### config.mk
export PLATFORM = sky130hd
export DESIGN_NAME = gpio_startup_irq_mask_bank
export DESIGN_NICKNAME = d
export VERILOG_FILES = /design/src/design/irq_mask_bank_pkg.sv /design/src/design/pin_edge_detect.sv /design/src/design/gpio_startup_irq_mask_bank.sv
export VERILOG_INCLUDE_DIRS = /design/src /design/src/design
export SDC_FILE = /design/constraint.sdc
export NUM_CORES = 1
export LEC_CHECK = 0
export BUFFER_PORTS_ARGS = -buffer_cell sky130_fd_sc_hd__buf_2
export CORE_MARGIN = 1.5
export CORE_UTILIZATION = 40
export CTS_CLUSTER_DIAMETER = 60
export CTS_CLUSTER_SIZE = 14
export DETAILED_ROUTE_END_ITERATION = 6
export GPL_TIMING_DRIVEN = 0
export PLACE_DENSITY = 0.68
export SLEW_MARGIN = 0
export SYNTH_ARGS = -nofsm -noshare
export SYNTH_HDL_FRONTEND = slang
export SYNTH_HIERARCHICAL = 1
export SYNTH_SLANG_ARGS = --single-unit
### constraint.sdc
create_clock -name i_clk -period 1 [get_ports i_clk]
set_clock_uncertainty 0.05 [all_clocks]
set_input_delay 0.15 -clock i_clk [delete_from_list [all_inputs] [get_ports i_clk]]
set_output_delay 0.15 -clock i_clk [all_outputs]
set_load 0.005 [all_outputs]
### src/design/irq_mask_bank_params.svh
/*
 * Offsets, field positions, reset values and sizes of the pin and start-up
 * interrupt mask bank. Included by the package and the mask bank module.
 */
`ifndef IRQ_MASK_BANK_PARAMS_SVH
`define IRQ_MASK_BANK_PARAMS_SVH

// Register offsets on the register port
`define OFS_PIN1_8_FALL_IRQ_MASK 8'h4f
`define OFS_PIN1_8_RISE_IRQ_MASK 8'h50
`define OFS_PIN9_10_EDGE_IRQ_MASK 8'h51
`define OFS_STARTUP_EVENT_IRQ_MASK 8'h52

// Reset value of every mask register
`define MASK_RESET_VALUE 8'h00

// Fields of the pin 9/10 register
`define POS_PIN10_HIGH_EDGE_BLOCK 4
`define POS_PIN9_HIGH_EDGE_BLOCK 3
`define POS_PIN10_LOW_EDGE_BLOCK 1
`define POS_PIN9_LOW_EDGE_BLOCK 0
`define PIN9_10_WRITABLE 8'h1b

// Fields of the start-up register
`define POS_WARM_RESTART_EVENT_BLOCK 5
`define POS_FIRST_SUPPLY_EVENT_BLOCK 4
`define POS_ENABLE_EVENT_BLOCK 1
`define STARTUP_WRITABLE 8'h32

// Sizes
`define PIN_COUNT 10
`define EVENT_COUNT 23

// Positions in the event vector
`define EVT_FALL_BASE 0
`define EVT_RISE_BASE 10
`define EVT_WARM_RESTART 20
`define EVT_FIRST_SUPPLY 21
`define EVT_ENABLE 22

`endif

### src/design/irq_mask_bank_pkg.sv
/*
 * Types shared by the mask bank modules.
 * Assumes irq_mask_bank_params.svh is on the include path.
 */
`include "irq_mask_bank_params.svh"

package irq_mask_bank_pkg;
    typedef logic [7:0] reg_byte_t;
    typedef logic [`PIN_COUNT-1:0] pin_vec_t;
    typedef logic [`EVENT_COUNT-1:0] event_vec_t;
endpackage : irq_mask_bank_pkg

### src/design/pin_edge_detect.sv
/*
 * Two-stage synchroniser and edge detector for the general-purpose pins.
 * Assumes asynchronous pin levels and one clock with a clock enable.
 */
`timescale 1ns/1ps

module pin_edge_detect
    import irq_mask_bank_pkg::*;
(
    input wire logic i_clk, // Core clock
    input wire logic i_resetn, // Async reset, active low
    input wire logic i_ce, // Clock enable
    input wire pin_vec_t i_pin, // Raw pin levels
    output pin_vec_t o_level, // Synchronised levels
    output pin_vec_t o_fall, // High-to-low pulse
    output pin_vec_t o_rise // Low-to-high pulse
);
    pin_vec_t meta_reg;
    pin_vec_t sync_reg;
    pin_vec_t last_reg;
    pin_vec_t meta_next;
    pin_vec_t sync_next;
    pin_vec_t last_next;

    // Next values: meta only feeds sync
    always_comb begin
        meta_next = i_pin;
        sync_next = meta_reg;
        last_next = sync_reg;
    end

    // Registers
    always_ff @(posedge i_clk or negedge i_resetn) begin
        if (!i_resetn) begin
            meta_reg <= '0;
            sync_reg <= '0;
            last_reg <= '0;
        end else if (i_ce) begin
            meta_reg <= meta_next;
            sync_reg <= sync_next;
            last_reg <= last_next;
        end
    end

    // Edge pulses from settled samples
    assign o_level = sync_reg;
    assign o_fall = last_reg & ~sync_reg;
    assign o_rise = ~last_reg & sync_reg;
endmodule : pin_edge_detect

### src/design/gpio_startup_irq_mask_bank.sv
/*
 * Interrupt mask bank for ten pins (both edges) and three start-up events.
 * Holds four mask registers on a simple register port, pending flags for
 * every event, the live pin levels and one combined interrupt request.
 * Assumes a serial-interface front end drives the register port on i_clk,
 * and a defaults loader pulses i_nvm_load with values from the store.
 * Reserved bits ignore writes and read zero; unmapped offsets read zero.
 * A defaults load beats a host write in the same cycle.
 * Masked events still latch, so opening a mask raises the request at once.
 * A pin already high when reset ends reports one rising edge.
 * Pins pass two flops before any logic; events and clears are on i_clk.
 * Clock enable low freezes every flop, the synchroniser included.
 */
// Behaviour
// - Register 0x4f bit n-1 blocks the falling-edge interrupt of pin n, pins 1-8.
// - Register 0x50 bit n-1 blocks the rising-edge interrupt of pin n, pins 1-8.
// - Register 0x51 holds pin 10/9 rising at bits 4/3, falling at 1/0.
// - Mask bit 0 lets its interrupt through; 1 suppresses it.
// - Live pin levels update whatever the masks hold.
// - Register 0x52 bit 5 blocks the warm-restart event interrupt.
// - Register 0x52 bit 4 blocks first-supply event; bits 7:6, 3:2 reserved.
// - Register 0x52 bit 1 blocks the enable event; bit 0 reserved.
// - Every mask bit takes its default from the non-volatile store.
// - Four eight-bit read-write registers, reading 0x00 after reset.
`timescale 1ns/1ps
`include "irq_mask_bank_params.svh"

module gpio_startup_irq_mask_bank
    import irq_mask_bank_pkg::*;
(
    input wire logic i_clk, // 250 MHz core clock
    input wire logic i_resetn, // Async reset, active low
    input wire logic i_ce, // Clock enable, freezes state when low
    input wire logic [7:0] i_reg_addr, // Register offset
    input wire logic i_reg_wr, // Write strobe
    input wire logic i_reg_rd, // Read strobe
    input wire reg_byte_t i_reg_wdata, // Write data
    output reg_byte_t o_reg_rdata, // Read data, one cycle after strobe
    output logic o_reg_rvalid, // Read data valid pulse
    input wire logic i_nvm_load, // Load defaults pulse
    input wire reg_byte_t i_nvm_fall_def, // Default for 0x4f
    input wire reg_byte_t i_nvm_rise_def, // Default for 0x50
    input wire reg_byte_t i_nvm_pin9_10_def, // Default for 0x51
    input wire reg_byte_t i_nvm_startup_def, // Default for 0x52
    input wire pin_vec_t i_pin, // Raw pin levels, asynchronous
    input wire logic i_warm_restart_evt, // Warm-restart event pulse
    input wire logic i_first_supply_evt, // First-supply event pulse
    input wire logic i_enable_evt, // Enable event pulse
    input wire event_vec_t i_flag_clear, // Clear pulses for pending flags
    output pin_vec_t o_pin_level, // Live pin level bits
    output event_vec_t o_event_flag, // Pending event flags
    output logic o_irq_req // Combined request, active high
);
    // Mask registers and their next values
    reg_byte_t fall_mask_reg;
    reg_byte_t rise_mask_reg;
    reg_byte_t pin9_10_mask_reg;
    reg_byte_t startup_mask_reg;
    reg_byte_t fall_mask_next;
    reg_byte_t rise_mask_next;
    reg_byte_t pin9_10_mask_next;
    reg_byte_t startup_mask_next;
    // Pending flags and read port
    event_vec_t flag_reg;
    event_vec_t flag_next;
    reg_byte_t rdata_reg;
    reg_byte_t rdata_next;
    logic rvalid_reg;
    logic rvalid_next;
    // Pin and event paths
    pin_vec_t pin_level;
    pin_vec_t pin_fall;
    pin_vec_t pin_rise;
    event_vec_t event_set;
    event_vec_t event_block;
    event_vec_t event_live;

    // Gathers all mask bits into event order
    function automatic event_vec_t block_vector(
        input reg_byte_t fall,
        input reg_byte_t rise,
        input reg_byte_t p910,
        input reg_byte_t startup
    );
        event_vec_t v;
        v = '0;
        v[`EVT_FALL_BASE +: 8] = fall;
        v[`EVT_RISE_BASE +: 8] = rise;
        v[`EVT_FALL_BASE + 8] = p910[`POS_PIN9_LOW_EDGE_BLOCK];
        v[`EVT_FALL_BASE + 9] = p910[`POS_PIN10_LOW_EDGE_BLOCK];
        v[`EVT_RISE_BASE + 8] = p910[`POS_PIN9_HIGH_EDGE_BLOCK];
        v[`EVT_RISE_BASE + 9] = p910[`POS_PIN10_HIGH_EDGE_BLOCK];
        v[`EVT_WARM_RESTART] = startup[`POS_WARM_RESTART_EVENT_BLOCK];
        v[`EVT_FIRST_SUPPLY] = startup[`POS_FIRST_SUPPLY_EVENT_BLOCK];
        v[`EVT_ENABLE] = startup[`POS_ENABLE_EVENT_BLOCK];
        return v;
    endfunction : block_vector

    // Maps an offset to the index of its mask register; 3'h4 means unmapped
    function automatic logic [2:0] reg_slot(input logic [7:0] addr);
        logic [2:0] slot;
        case (addr)
            `OFS_PIN1_8_FALL_IRQ_MASK: slot = 3'h0;
            `OFS_PIN1_8_RISE_IRQ_MASK: slot = 3'h1;
            `OFS_PIN9_10_EDGE_IRQ_MASK: slot = 3'h2;
            `OFS_STARTUP_EVENT_IRQ_MASK: slot = 3'h3;
            default: slot = 3'h4;
        endcase
        return slot;
    endfunction : reg_slot

    // Pin synchroniser and edge detector
    // Masks never gate the level path, so live status stays true
    pin_edge_detect u_pin_edge (
        .i_clk(i_clk),
        .i_resetn(i_resetn),
        .i_ce(i_ce),
        .i_pin(i_pin),
        .o_level(pin_level),
        .o_fall(pin_fall),
        .o_rise(pin_rise)
    );

    // Event sources in vector order
    assign event_set = {i_enable_evt, i_first_supply_evt, i_warm_restart_evt,
                        pin_rise, pin_fall};
    assign event_block = block_vector(fall_mask_reg, rise_mask_reg,
                                      pin9_10_mask_reg, startup_mask_reg);

    // Mask register next values: defaults load, then host writes
    // Reserved bits are cut so they read back as zero
    always_comb begin
        fall_mask_next = fall_mask_reg;
        rise_mask_next = rise_mask_reg;
        pin9_10_mask_next = pin9_10_mask_reg;
        startup_mask_next = startup_mask_reg;
        if (i_nvm_load) begin
            fall_mask_next = i_nvm_fall_def;
            rise_mask_next = i_nvm_rise_def;
            pin9_10_mask_next = i_nvm_pin9_10_def & `PIN9_10_WRITABLE;
            startup_mask_next = i_nvm_startup_def & `STARTUP_WRITABLE;
        end else if (i_reg_wr) begin
            case (reg_slot(i_reg_addr))
                3'h0: begin
                    fall_mask_next = i_reg_wdata;
                end
                3'h1: begin
                    rise_mask_next = i_reg_wdata;
                end
                3'h2: begin
                    pin9_10_mask_next = i_reg_wdata & `PIN9_10_WRITABLE;
                end
                3'h3: begin
                    startup_mask_next = i_reg_wdata & `STARTUP_WRITABLE;
                end
                default: begin
                    fall_mask_next = fall_mask_reg;
                end
            endcase
        end
    end

    // Mask registers; reset gives zero and the store's
    // defaults follow through the load pulse
    always_ff @(posedge i_clk or negedge i_resetn) begin
        if (!i_resetn) begin
            fall_mask_reg <= `MASK_RESET_VALUE;
            rise_mask_reg <= `MASK_RESET_VALUE;
            pin9_10_mask_reg <= `MASK_RESET_VALUE;
            startup_mask_reg <= `MASK_RESET_VALUE;
        end else if (i_ce) begin
            fall_mask_reg <= fall_mask_next;
            rise_mask_reg <= rise_mask_next;
            pin9_10_mask_reg <= pin9_10_mask_next;
            startup_mask_reg <= startup_mask_next;
        end
    end

    // Pending flags: set wins over clear, so an event that meets its own
    // clear is never lost; masks do not stop latching, which keeps the
    // flag visible to a host that polls with the request blocked
    always_comb begin
        flag_next = (flag_reg & ~i_flag_clear) | event_set;
    end

    // Read path: registered data for any offset
    // Unmapped offsets answer with zero and still pulse valid
    always_comb begin
        rvalid_next = i_reg_rd;
        rdata_next = rdata_reg;
        if (i_reg_rd) begin
            case (reg_slot(i_reg_addr))
                3'h0: rdata_next = fall_mask_reg;
                3'h1: rdata_next = rise_mask_reg;
                3'h2: rdata_next = pin9_10_mask_reg;
                3'h3: rdata_next = startup_mask_reg;
                default: rdata_next = 8'h00;
            endcase
        end
    end

    // Flags and read registers
    always_ff @(posedge i_clk or negedge i_resetn) begin
        if (!i_resetn) begin
            flag_reg <= '0;
            rdata_reg <= 8'h00;
            rvalid_reg <= 1'b0;
        end else if (i_ce) begin
            flag_reg <= flag_next;
            rdata_reg <= rdata_next;
            rvalid_reg <= rvalid_next;
        end
    end

    // Outputs
    assign o_pin_level = pin_level;
    assign o_event_flag = flag_reg;
    // Pending and unblocked: only these may raise the request
    assign event_live = flag_reg & ~event_block;
    assign o_irq_req = |event_live;
    assign o_reg_rdata = rdata_reg;
    assign o_reg_rvalid = rvalid_reg;
endmodule : gpio_startup_irq_mask_bank

# Word level (Yosys, flattened, before mapping)
# Index checks and enable logic that the tools add are counted.
[word_totals]
register_bits = 94
latchBits = 0
ramBits = 0
romBits = 0
wordCells = 59
n_memories = 0
[classes]
addsub = 0
multipliers = 0
n_div = 0
order_cmp = 0
eq_ne = 10
shifts = 0
muxes = 17
n_bitwise = 9
n_reduce_logical = 13
[op_table]
columns = ["operator", "n"]
rows = [
  ["two-way mux 8 bit", 12],
  ["AND 23 bit", 2],
  ["NOT 23 bit", 2],
  ["equality test 8 x 7 -> 1 bit, second input constant", 4],
  ["case mux 8 bit (4 select lines)", 1],
  ["bitwise OR 23 bit", 1],
  ["OR reduction 23 bit", 1],
  ["AND 10 bit", 2],
  ["NOT 10 bit", 2],
  ["equality test 3 x 2 -> 1 bit, second input constant", 4],
  ["case mux 3 bit (4 select lines)", 1],
  ["AND reduction 3 bit", 4],
  ["nonzero test 2 bit", 5],
  ["two-way mux 3 bit", 3],
  ["equality test 3 x 1 -> 1 bit, second input constant", 2],
  ["logical NOT 3 bit", 2],
  ["AND reduction 2 bit", 1],
]

# Depth between registers and ports, before layout
# Gate-level depths: netlist (run 1).
[depth]
ltp_word = 8
depth_mapped = 6
depth_no_buf = 4

# Modules after synthesis
# Netlist (run 1), hierarchy kept.
[modules_own_cells]
columns = ["module", "instances", "cells_each", "area_each_um2", "seq_area_each_um2"]
rows = [
  ["gpio_startup_irq_mask_bank", 1, 294, 2775.2, 1376.3],
  ["pin_edge_detect", 1, 83, 1360.1, 750.7],
]

# Worst setup path after synthesis (run 1)
# OpenSTA, ideal clock, no wires.
[synth_path]
path_kind = "input -> register"
startpoint = "input port i_reg_addr[1]"
endpoint = "register rise_mask_reg[0]"
arrival_ps = 1614
slack_ps = -790
cell_stages = 6
path_buffers = 2
cell_sequence = "buf_6 -> or4b_4 -> or4_1 -> clkbuf_2 -> o22ai_1 -> a21oi_1"
[synth_via]
elab_chain_len = 7
[synth_lines]
columns = ["item", "line_no", "text"]
rows = [
  ["from (decl)", "gpio_startup_irq_mask_bank.sv:34", "input wire logic [7:0] i_reg_addr,"],
  ["equality test 8 x 7 -> 1 bit", "gpio_startup_irq_mask_bank.sv:102", "case (addr)"],
  ["case mux 3 bit (4 select lines) (*)", "gpio_startup_irq_mask_bank.sv:102", ""],
  ["two-way mux 3 bit (*)", "gpio_startup_irq_mask_bank.sv:142", "end else if (i_reg_wr) begin"],
  ["two-way mux 3 bit (*)", "gpio_startup_irq_mask_bank.sv:137", "if (i_nvm_load) begin"],
  ["equality test 3 x 1 -> 1 bit (*)", "gpio_startup_irq_mask_bank.sv:143", "case (reg_slot(i_reg_addr))"],
  ["nonzero test 2 bit (no line) (*)", "-", ""],
  ["AND reduction 3 bit (no line) (*)", "-", ""],
  ["to (signal assigned)", "gpio_startup_irq_mask_bank.sv:168", "rise_mask_reg <= `MASK_RESET_VALUE;"],
  ["to (signal assigned)", "gpio_startup_irq_mask_bank.sv:173", "rise_mask_reg <= rise_mask_next;"],
  ["to (decl)", "gpio_startup_irq_mask_bank.sv:56", "reg_byte_t rise_mask_reg;"],
]
# Every way passes the cells marked *; elsewhere a longest branch is shown, timed or not. The select of a mux whose other input is x is not followed.
# A chain may end at the register's enable or synchronous reset.

# Worst setup path after layout (run 1)
[layout_path]
startpoint = "register pin9_10_mask_reg[3]"
endpoint = "output port o_irq_req"
[layout_via]
elab_chain_len = 3
[layout_lines]
columns = ["item", "line_no", "text"]
rows = [
  ["from (decl)", "gpio_startup_irq_mask_bank.sv:57", "reg_byte_t pin9_10_mask_reg;"],
  ["from (signal assigned)", "gpio_startup_irq_mask_bank.sv:169", "pin9_10_mask_reg <= `MASK_RESET_VALUE;"],
  ["from (signal assigned)", "gpio_startup_irq_mask_bank.sv:174", "pin9_10_mask_reg <= pin9_10_mask_next;"],
  ["NOT 23 bit", "gpio_startup_irq_mask_bank.sv:219", "assign event_live = flag_reg & ~event_block;"],
  ["AND 23 bit", "gpio_startup_irq_mask_bank.sv:219", ""],
  ["OR reduction 23 bit", "gpio_startup_irq_mask_bank.sv:220", "assign o_irq_req = |event_live;"],
  ["to (decl)", "gpio_startup_irq_mask_bank.sv:52", "output logic o_irq_req"],
]
# No other way between the ends.

==> out/metrics.csv, run 1 <==
stage,metric,value,unit
yosys,yosysSeqAreaShare,51.44,%
global_route,grt_pass1_wl,20.27,mm
power,combPwrFrac,29.9,%
cells_and_area,layout_common_cells,"buf_2, dfrtp_1, o22ai_1",
critical_path,slowest_stage,dfrtp_1,
global_route,antenna_found_initial,0,
critical_path,required,0.80,ns
sta,finalMaxSlewViolations,0,
drt,totalWireLength,13.41,mm
yosys,async_reset_ff_share,100.0,%
cts,clk_pin_slew_worst_paths,0.09,ns
critical_path,critical_path_buf_inv_count,1,
placed_design,place_congestion,0.9105,
critical_path,slowest_delay,0.45,ns
drt,vias_per_cell,5.491,
sta,maxSlewHeadroom,61.07,%
cts,h-tree-depth,3,
critical_path,crit_arrival,1.47,ns
sta,period_share,167.5,%
critical_path,critical_path_class,reg -> out,
yosys,netlist_instances,377,
yosys,ys_types,36,
yosys,yosys_most_used_dff,dfrtp_1,
cts,clkSinkCount,85,
cells_and_area,area_delta_synth_final,53.22,%
yosys,syn_avg_cell_area,10.97,um2
die,dieArea,10960,um2
critical_path,critPathMaxFanout,4,
power,power.switching,0.003029,W
yosys,yosysWarnings,6,
power,power_density,1572,nW/um2
yosys,synth_area,4135,um2
sta,fmaxAchievable,597.2,MHz
critical_path,cp-start-kind,register,
power,finalPower,0.009958,W
critical_path,crit_family,flip-flops,
global_route,grt_pass1_vias,3842,
job,maxCapViolations,0,
sta,final_hold_viol_count,0,
cts,clk_latency,0.36,ns
cells_and_area,instances_no_fill,717,
cells_and_area,n_antenna_cell,0,
die,num_rows,36,
die,initial_core_util,41.73,%
cts,cts.path.max_buffers,2,
cells_and_area,layout-drive-gt1-share,50.51,%
sta,setup-tns-final,-11.46,ns
critical_path,reg2reg_slack,-0.28,ns
yosys,synth_edf_count,0,
drt,ant_nets,0,
drt,wl_per_cell,18.71,um
run_status,status,"finished, violations left",
drt,drt_iter0_markers,205,
drt,vias,3937,
power,leakage,3.051,nW
die,die_h,104.7,um
cells_and_area,largest_reg_flops,23,
sta,setup_viol,81,
drt,drcViolationCount,0,
die,dieWidth,104.7,um
die,pin_count,133,
cells_and_area,nNetsFinal,670,
sta,worst_slack,-0.6746,ns
sta,rsz0062_at_grt,yes,
placed_design,port_buffers,121,
cells_and_area,final_core_util,63.94,%
sta,fin_crit,1.675,ns
yosys,synth_fp_nets,467,
power,clkPwrFrac,24.9,%
sta,max_slew.worst_pin.slew,0.5840,ns
die,design.core.area,9910,um2
placed_design,hpwl,9.064,mm
global_route,grt_overflow,0,
cts,cts_buffers,9,
power,switching_share,30.42,%
critical_path,cp_cell_sequence,o22ai_1 > nor4_2 > nand3_1 > buf_2,
power,p_seq_share,45.2,%
min_path,min_path_type,in -> reg,
power,p_int,0.006929,W
cells_and_area,mostFrequentLayoutCell,buf_2,
global_route,grt_max_degree,66,
placed_design,place_inst,632,
critical_path,endpoint_kind,primary output,
drt,drt-pass1-iter-count,4,
global_route,grt.total_usage,23.65,%
cts,root_buffer,clkbuf_8,
cts,tritoncts,yes,
yosys,ys_ff_latch,85,
run_status,violations,setup timing,
power,vdd_drop_max,0.9058,mV
## cell type report
type	count	area, um2
fill	825	3573
multi-input combinational	246	2132
sequential	85	2128
timing repair buffer	193	1421
buffer	20	198.9
tap	133	166.4
clock buffer	9	123.9
inverter	25	93.84
clock inverter	6	71.32
## worst register-to-register path, delay by kind of cell, from the launching register on
kind	cells	cell delay [ns]
AOI/OAI and AO/OA	3	0.40
buffers and inverters	1	0.14
muxes	1	0.14
DFF	1	0.42
## cell usage after synthesis, types with 2 or more instances
| library cell | number | area share [%] |
|---|---|---|
| a21oi_1 | 22 | 2.7 |
| nor2_1 | 2 | 0.18 |
| and2_1 | 2 | 0.30 |
| and3_1 | 3 | 0.45 |
| a22o_1 | 23 | 4.9 |
| buf_6 | 4 | 1.1 |
| a22oi_1 | 6 | 1.1 |
| dfrtp_1 | 85 | 51 |
| mux2_4 | 30 | 11 |
| mux2i_1 | 8 | 1.9 |
| nor4_1 | 3 | 0.45 |
| o21ai_0 | 11 | 1.3 |
| nand3b_1 | 2 | 0.36 |
| nor3_1 | 5 | 0.61 |
| nand2b_1 | 4 | 0.61 |
| o22ai_1 | 52 | 7.9 |
| a2bb2oi_1 | 2 | 0.42 |
| nand4_1 | 3 | 0.45 |
| nor4b_1 | 3 | 0.64 |
| nand2_1 | 34 | 3.1 |
| clkbuf_1 | 14 | 1.3 |
| inv_1 | 25 | 2.3 |
| nor2b_1 | 21 | 3.2 |
## cell families after synthesis
logic type / Yosys count / synth area share (%)
AO/OA/AOI/OAI: 117 / 18.46
buffers and inverters: 46 / 4.962
flip-flops: 85 / 51.44
multiplexers: 38 / 12.83
AND/OR/NAND/NOR: 91 / 12.31
## stage by stage
step	hold WS, ns	setup slack (ns)	area (um2)
finish	0.01577	-0.6746	6336
detailed placement	0.006125	-0.9085	5132
global route	0.01720	-0.7607	6336
global placement	0.3274	-0.9921	5102
floorplan	-0.1956	-0.6688	4330
CTS	0.008208	-0.6872	5932
## worst paths after layout
kind,startpoint,to,cells after the start
max,pin9_10_mask_reg[3],o_irq_req,4
min,i_flag_clear[5],o_event_flag[5],3
max reg2reg,startup_mask_reg[4],o_reg_rdata[4],5
min reg2reg,o_reg_rdata[5],o_reg_rdata[5],2
max in group asynchronous,i_resetn,u_pin_edge/o_level[0],3
min in group asynchronous,i_resetn,o_reg_rdata[0],2
## power by group through the flow
stage               Sequential (W)  Clock, W  Combinational (W)
finish                     0.00450   0.00248            0.00298
detailed placement         0.00462         0            0.00206
CTS                        0.00449   0.00250            0.00261
global route               0.00457   0.00266            0.00321
floorplan                  0.00446         0            0.00125
global placement           0.00459         0            0.00200
## what timing repair did
| item | in CTS | in global routing |
|---|---|---|
| setup endpoints to repair | 74 | 84 |
| pin swaps | 30 | 31 |
| buffers inserted | 35 | 23 |
| hold buffers | 14 | 0 |
| gates cloned | 0 | 1 |
| resized for setup | 46 | 52 |
| endpoints found under the hold margin | 96 | 0 |
## routing by layer
| metal | vias to the layer above | track usage, % | share of wire (%) |
|---|---|---|---|
| met3 | 29 | 4.117 | 7.6 |
| met1 | 1916 | 31.81 | 43 |
| met5 | - | 0 | 0 |
| met2 | 199 | 38.63 | 47 |
| met4 | 0 | 8.121 | 2.5 |
| li1 | 1793 | - | - |
(Power assumes the default switching activity.)
==> run 2, diff against run 1 <==
- PLACE_DENSITY: 0.68 -> 0.65
- clock period: 1 -> 1.88 ns (I/O delays scaled with it)
==> out/metrics.csv, run 2 (same netlist as run 1, synthesis figures left out) <==
stage,metric,value,unit,change
sta,rsz0062_at_grt,yes,,unchanged
critical_path,regToRegEndpoint,o_reg_rdata[1],,was o_reg_rdata[4]
sta,final_hold_viol_count,0,,unchanged
drt,vias_per_cell,5.470,,was 5.491
power,switching_share,30.14,%,was 30.42%
cells_and_area,mostFrequentLayoutCell,buf_2,,unchanged
cts,h-tree-depth,3,,unchanged
sta,fin_crit,1.843,ns,
cells_and_area,nNetsFinal,609,,was 670
min_path,whs_path_depth,2,,was 3
critical_path,critical_path_class,reg -> out,,unchanged
placed_design,dp_worst_setup_slack,-0.1724,ns,was -0.9085 ns
drt,vias,3594,,was 3937
global_route,grt.total_usage,21.53,%,was 23.65%
run_status,status,completed,,"was finished, violations left"
die,initial_core_util,41.73,%,unchanged
die,design.core.area,9910,um2,unchanged
cells_and_area,area_delta_synth_final,26.84,%,was 53.22%
drt,drt-pass1-iter-count,4,,unchanged
sta,period_share,98.05,%,
cts,cts_buffers,9,,unchanged
cts,clk_pin_slew_worst_paths,0.09,ns,about the same
critical_path,reg2reg_from,pin9_10_mask_reg[1],,was startup_mask_reg[4]
drt,wl_per_cell,17.66,um,was 18.71 um
global_route,grt_pass1_vias,3558,,was 3842
sta,worst_slack,0.03671,ns,was -0.6746 ns
sta,fmaxAchievable,542.5,MHz,
critical_path,critPathMaxFanout,3,,was 4
power,p_seq_share,48.8,%,was 45.2%
critical_path,required,1.55,ns,was 0.80 ns
job,maxCapViolations,0,,unchanged
sta,setup-tns-final,0,ns,was -11.46 ns
placed_design,hpwl,8.735,mm,was 9.064 mm
cts,root_buffer,clkbuf_8,,unchanged
sta,finalMaxSlewViolations,0,,unchanged
die,die_h,104.7,um,unchanged
cts,cts.path.max_buffers,2,,unchanged
power,power.switching,0.001484,W,was 0.003029 W
power,power_density,939.1,nW/um2,was 1572 nW/um2
cells_and_area,layout_common_cells,"buf_2, dfrtp_1, o22ai_1",,unchanged
global_route,grt_max_degree,62,,was 66
sta,maxSlewHeadroom,58.62,%,was 61.07%
critical_path,reg2reg_slack,0.69,ns,was -0.28 ns
power,p_int,0.003441,W,was 0.006929 W
placed_design,port_buffers,121,,unchanged
power,leakage,2.565,nW,was 3.051 nW
min_path,min_path_type,in -> reg,,unchanged
drt,drt_iter0_markers,219,,was 205
sta,setup_viol,0,,was 81
cts,clkSinkCount,85,,unchanged
critical_path,cp-start-kind,register,,unchanged
placed_design,place_congestion,0.9315,,was 0.9105
die,num_rows,36,,unchanged
power,combPwrFrac,23.4,%,was 29.9%
min_path,whs_endpoint,o_event_flag[20],,was o_event_flag[5]
cells_and_area,n_antenna_cell,0,,unchanged
drt,ant_nets,0,,unchanged
power,clkPwrFrac,27.8,%,was 24.9%
cells_and_area,largest_reg_flops,23,,unchanged
global_route,grt_overflow,0,,unchanged
critical_path,endpoint_kind,primary output,,unchanged
die,dieArea,10960,um2,unchanged
die,pin_count,133,,unchanged
cts,tritoncts,yes,,unchanged
cts,clk_latency,0.36,ns,about the same
critical_path,crit_arrival,1.51,ns,was 1.47 ns
min_path,min_from,i_warm_restart_evt,,was i_flag_clear[5]
sta,max_slew.worst_pin.slew,0.6173,ns,was 0.5840 ns
critical_path,r2r_cells,5,,unchanged
drt,totalWireLength,11.60,mm,was 13.41 mm
cells_and_area,n_fill_cell,956,,was 825
global_route,antenna_found_initial,0,,unchanged
cells_and_area,layout-drive-gt1-share,36.45,%,was 50.51%
drt,drcViolationCount,0,,unchanged
global_route,grt_pass1_wl,18.42,mm,was 20.27 mm
die,dieWidth,104.7,um,unchanged
power,vdd_drop_max,0.4308,mV,was 0.9058 mV
[run 2: stage by stage]
step / power (W) / util, % / area [um2] / instances / hold slack (ns)
2_1_floorplan: 0.003001 / - / 4144 / 377 / -0.06359
3_3_place_gp: 0.003468 / 49.61 / 4916 / 631 / 0.4083
3_5_place_dp: 0.003504 / 49.91 / 4946 / 632 / 0.1712
4_1_cts: 0.004916 / 52.69 / 5221 / 656 / 0.07717
5_1_grt: 0.005181 / 52.93 / 5245 / 657 / 0.07711
6_report: 0.004925 / 52.93 / 5245 / 657 / 0.09076
[run 2: worst max path at each step]
| stage | slack (ns) | to | startpoint | cells past startpoint |
|---|---|---|---|---|
| after floorplan | 0.01 | rise_mask_reg[2] | i_reg_addr[1] | 6 |
| after global placement | -0.25 | u_pin_edge/meta_reg[9] | i_resetn | 1 |
| after detailed placement | -0.17 | rise_mask_reg[7] | i_reg_addr[1] | 5 |
| after CTS | -0.003 | o_irq_req | o_event_flag[17] | 5 |
| after global routing | -0.05 | o_irq_req | o_event_flag[16] | 5 |
| final | 0.04 | o_irq_req | o_event_flag[19] | 5 |
[run 2: repair_timing]
| action | in CTS | in global routing |
|---|---|---|
| resized for setup | 1 | 3 |
| hold buffers | 1 | 0 |
| endpoints found under the hold margin | 24 | 0 |
| endpoints found under the setup margin | 1 | 4 |
| pin swaps | 3 | 2 |
| setup buffers | 7 | 2 |
[run 2: cell type report]
cell class / instances / area [um2] / share of cell area, %
Inverter: 25 / 93.84 / 1.789
Clock buffer: 10 / 137.6 / 2.624
Multi-Input combinational cell: 246 / 1822 / 34.73
Clock inverter: 6 / 68.82 / 1.312
Buffer: 20 / 116.4 / 2.219
Timing Repair Buffer: 132 / 713.2 / 13.60
Tap cell: 133 / 166.4 / 3.173
Sequential cell: 85 / 2127 / 40.55
[run 2: per-layer routing]
| metal | part of all wire (%) | wire length (um) | track usage, % |
|---|---|---|---|
| met5 | 0 | 0 | 0 |
| met1 | 44 | 5053 | 29.90 |
| met3 | 8.2 | 956 | 3.993 |
| met2 | 46 | 5370 | 33.51 |
| met4 | 1.9 | 225 | 8.121 |
[run 2: power by group through the flow]
stage / Combinational [W] / Clock (W) / Sequential [W]
5_1_grt: 0.00127 / 0.00146 / 0.00245
2_1_floorplan: 0.000631 / 0 / 0.00237
4_1_cts: 0.00113 / 0.00139 / 0.00240
6_report: 0.00115 / 0.00137 / 0.00240
3_5_place_dp: 0.00105 / 0 / 0.00245
3_3_place_gp: 0.00102 / 0 / 0.00244
[run 2: worst max-delay path: stages, from the launching register on]
cell     delay (ns)
dfrtp_1        0.42
inv_2          0.07
o22ai_2        0.07
nor4_2         0.32
nand3_1        0.14
buf_2          0.14
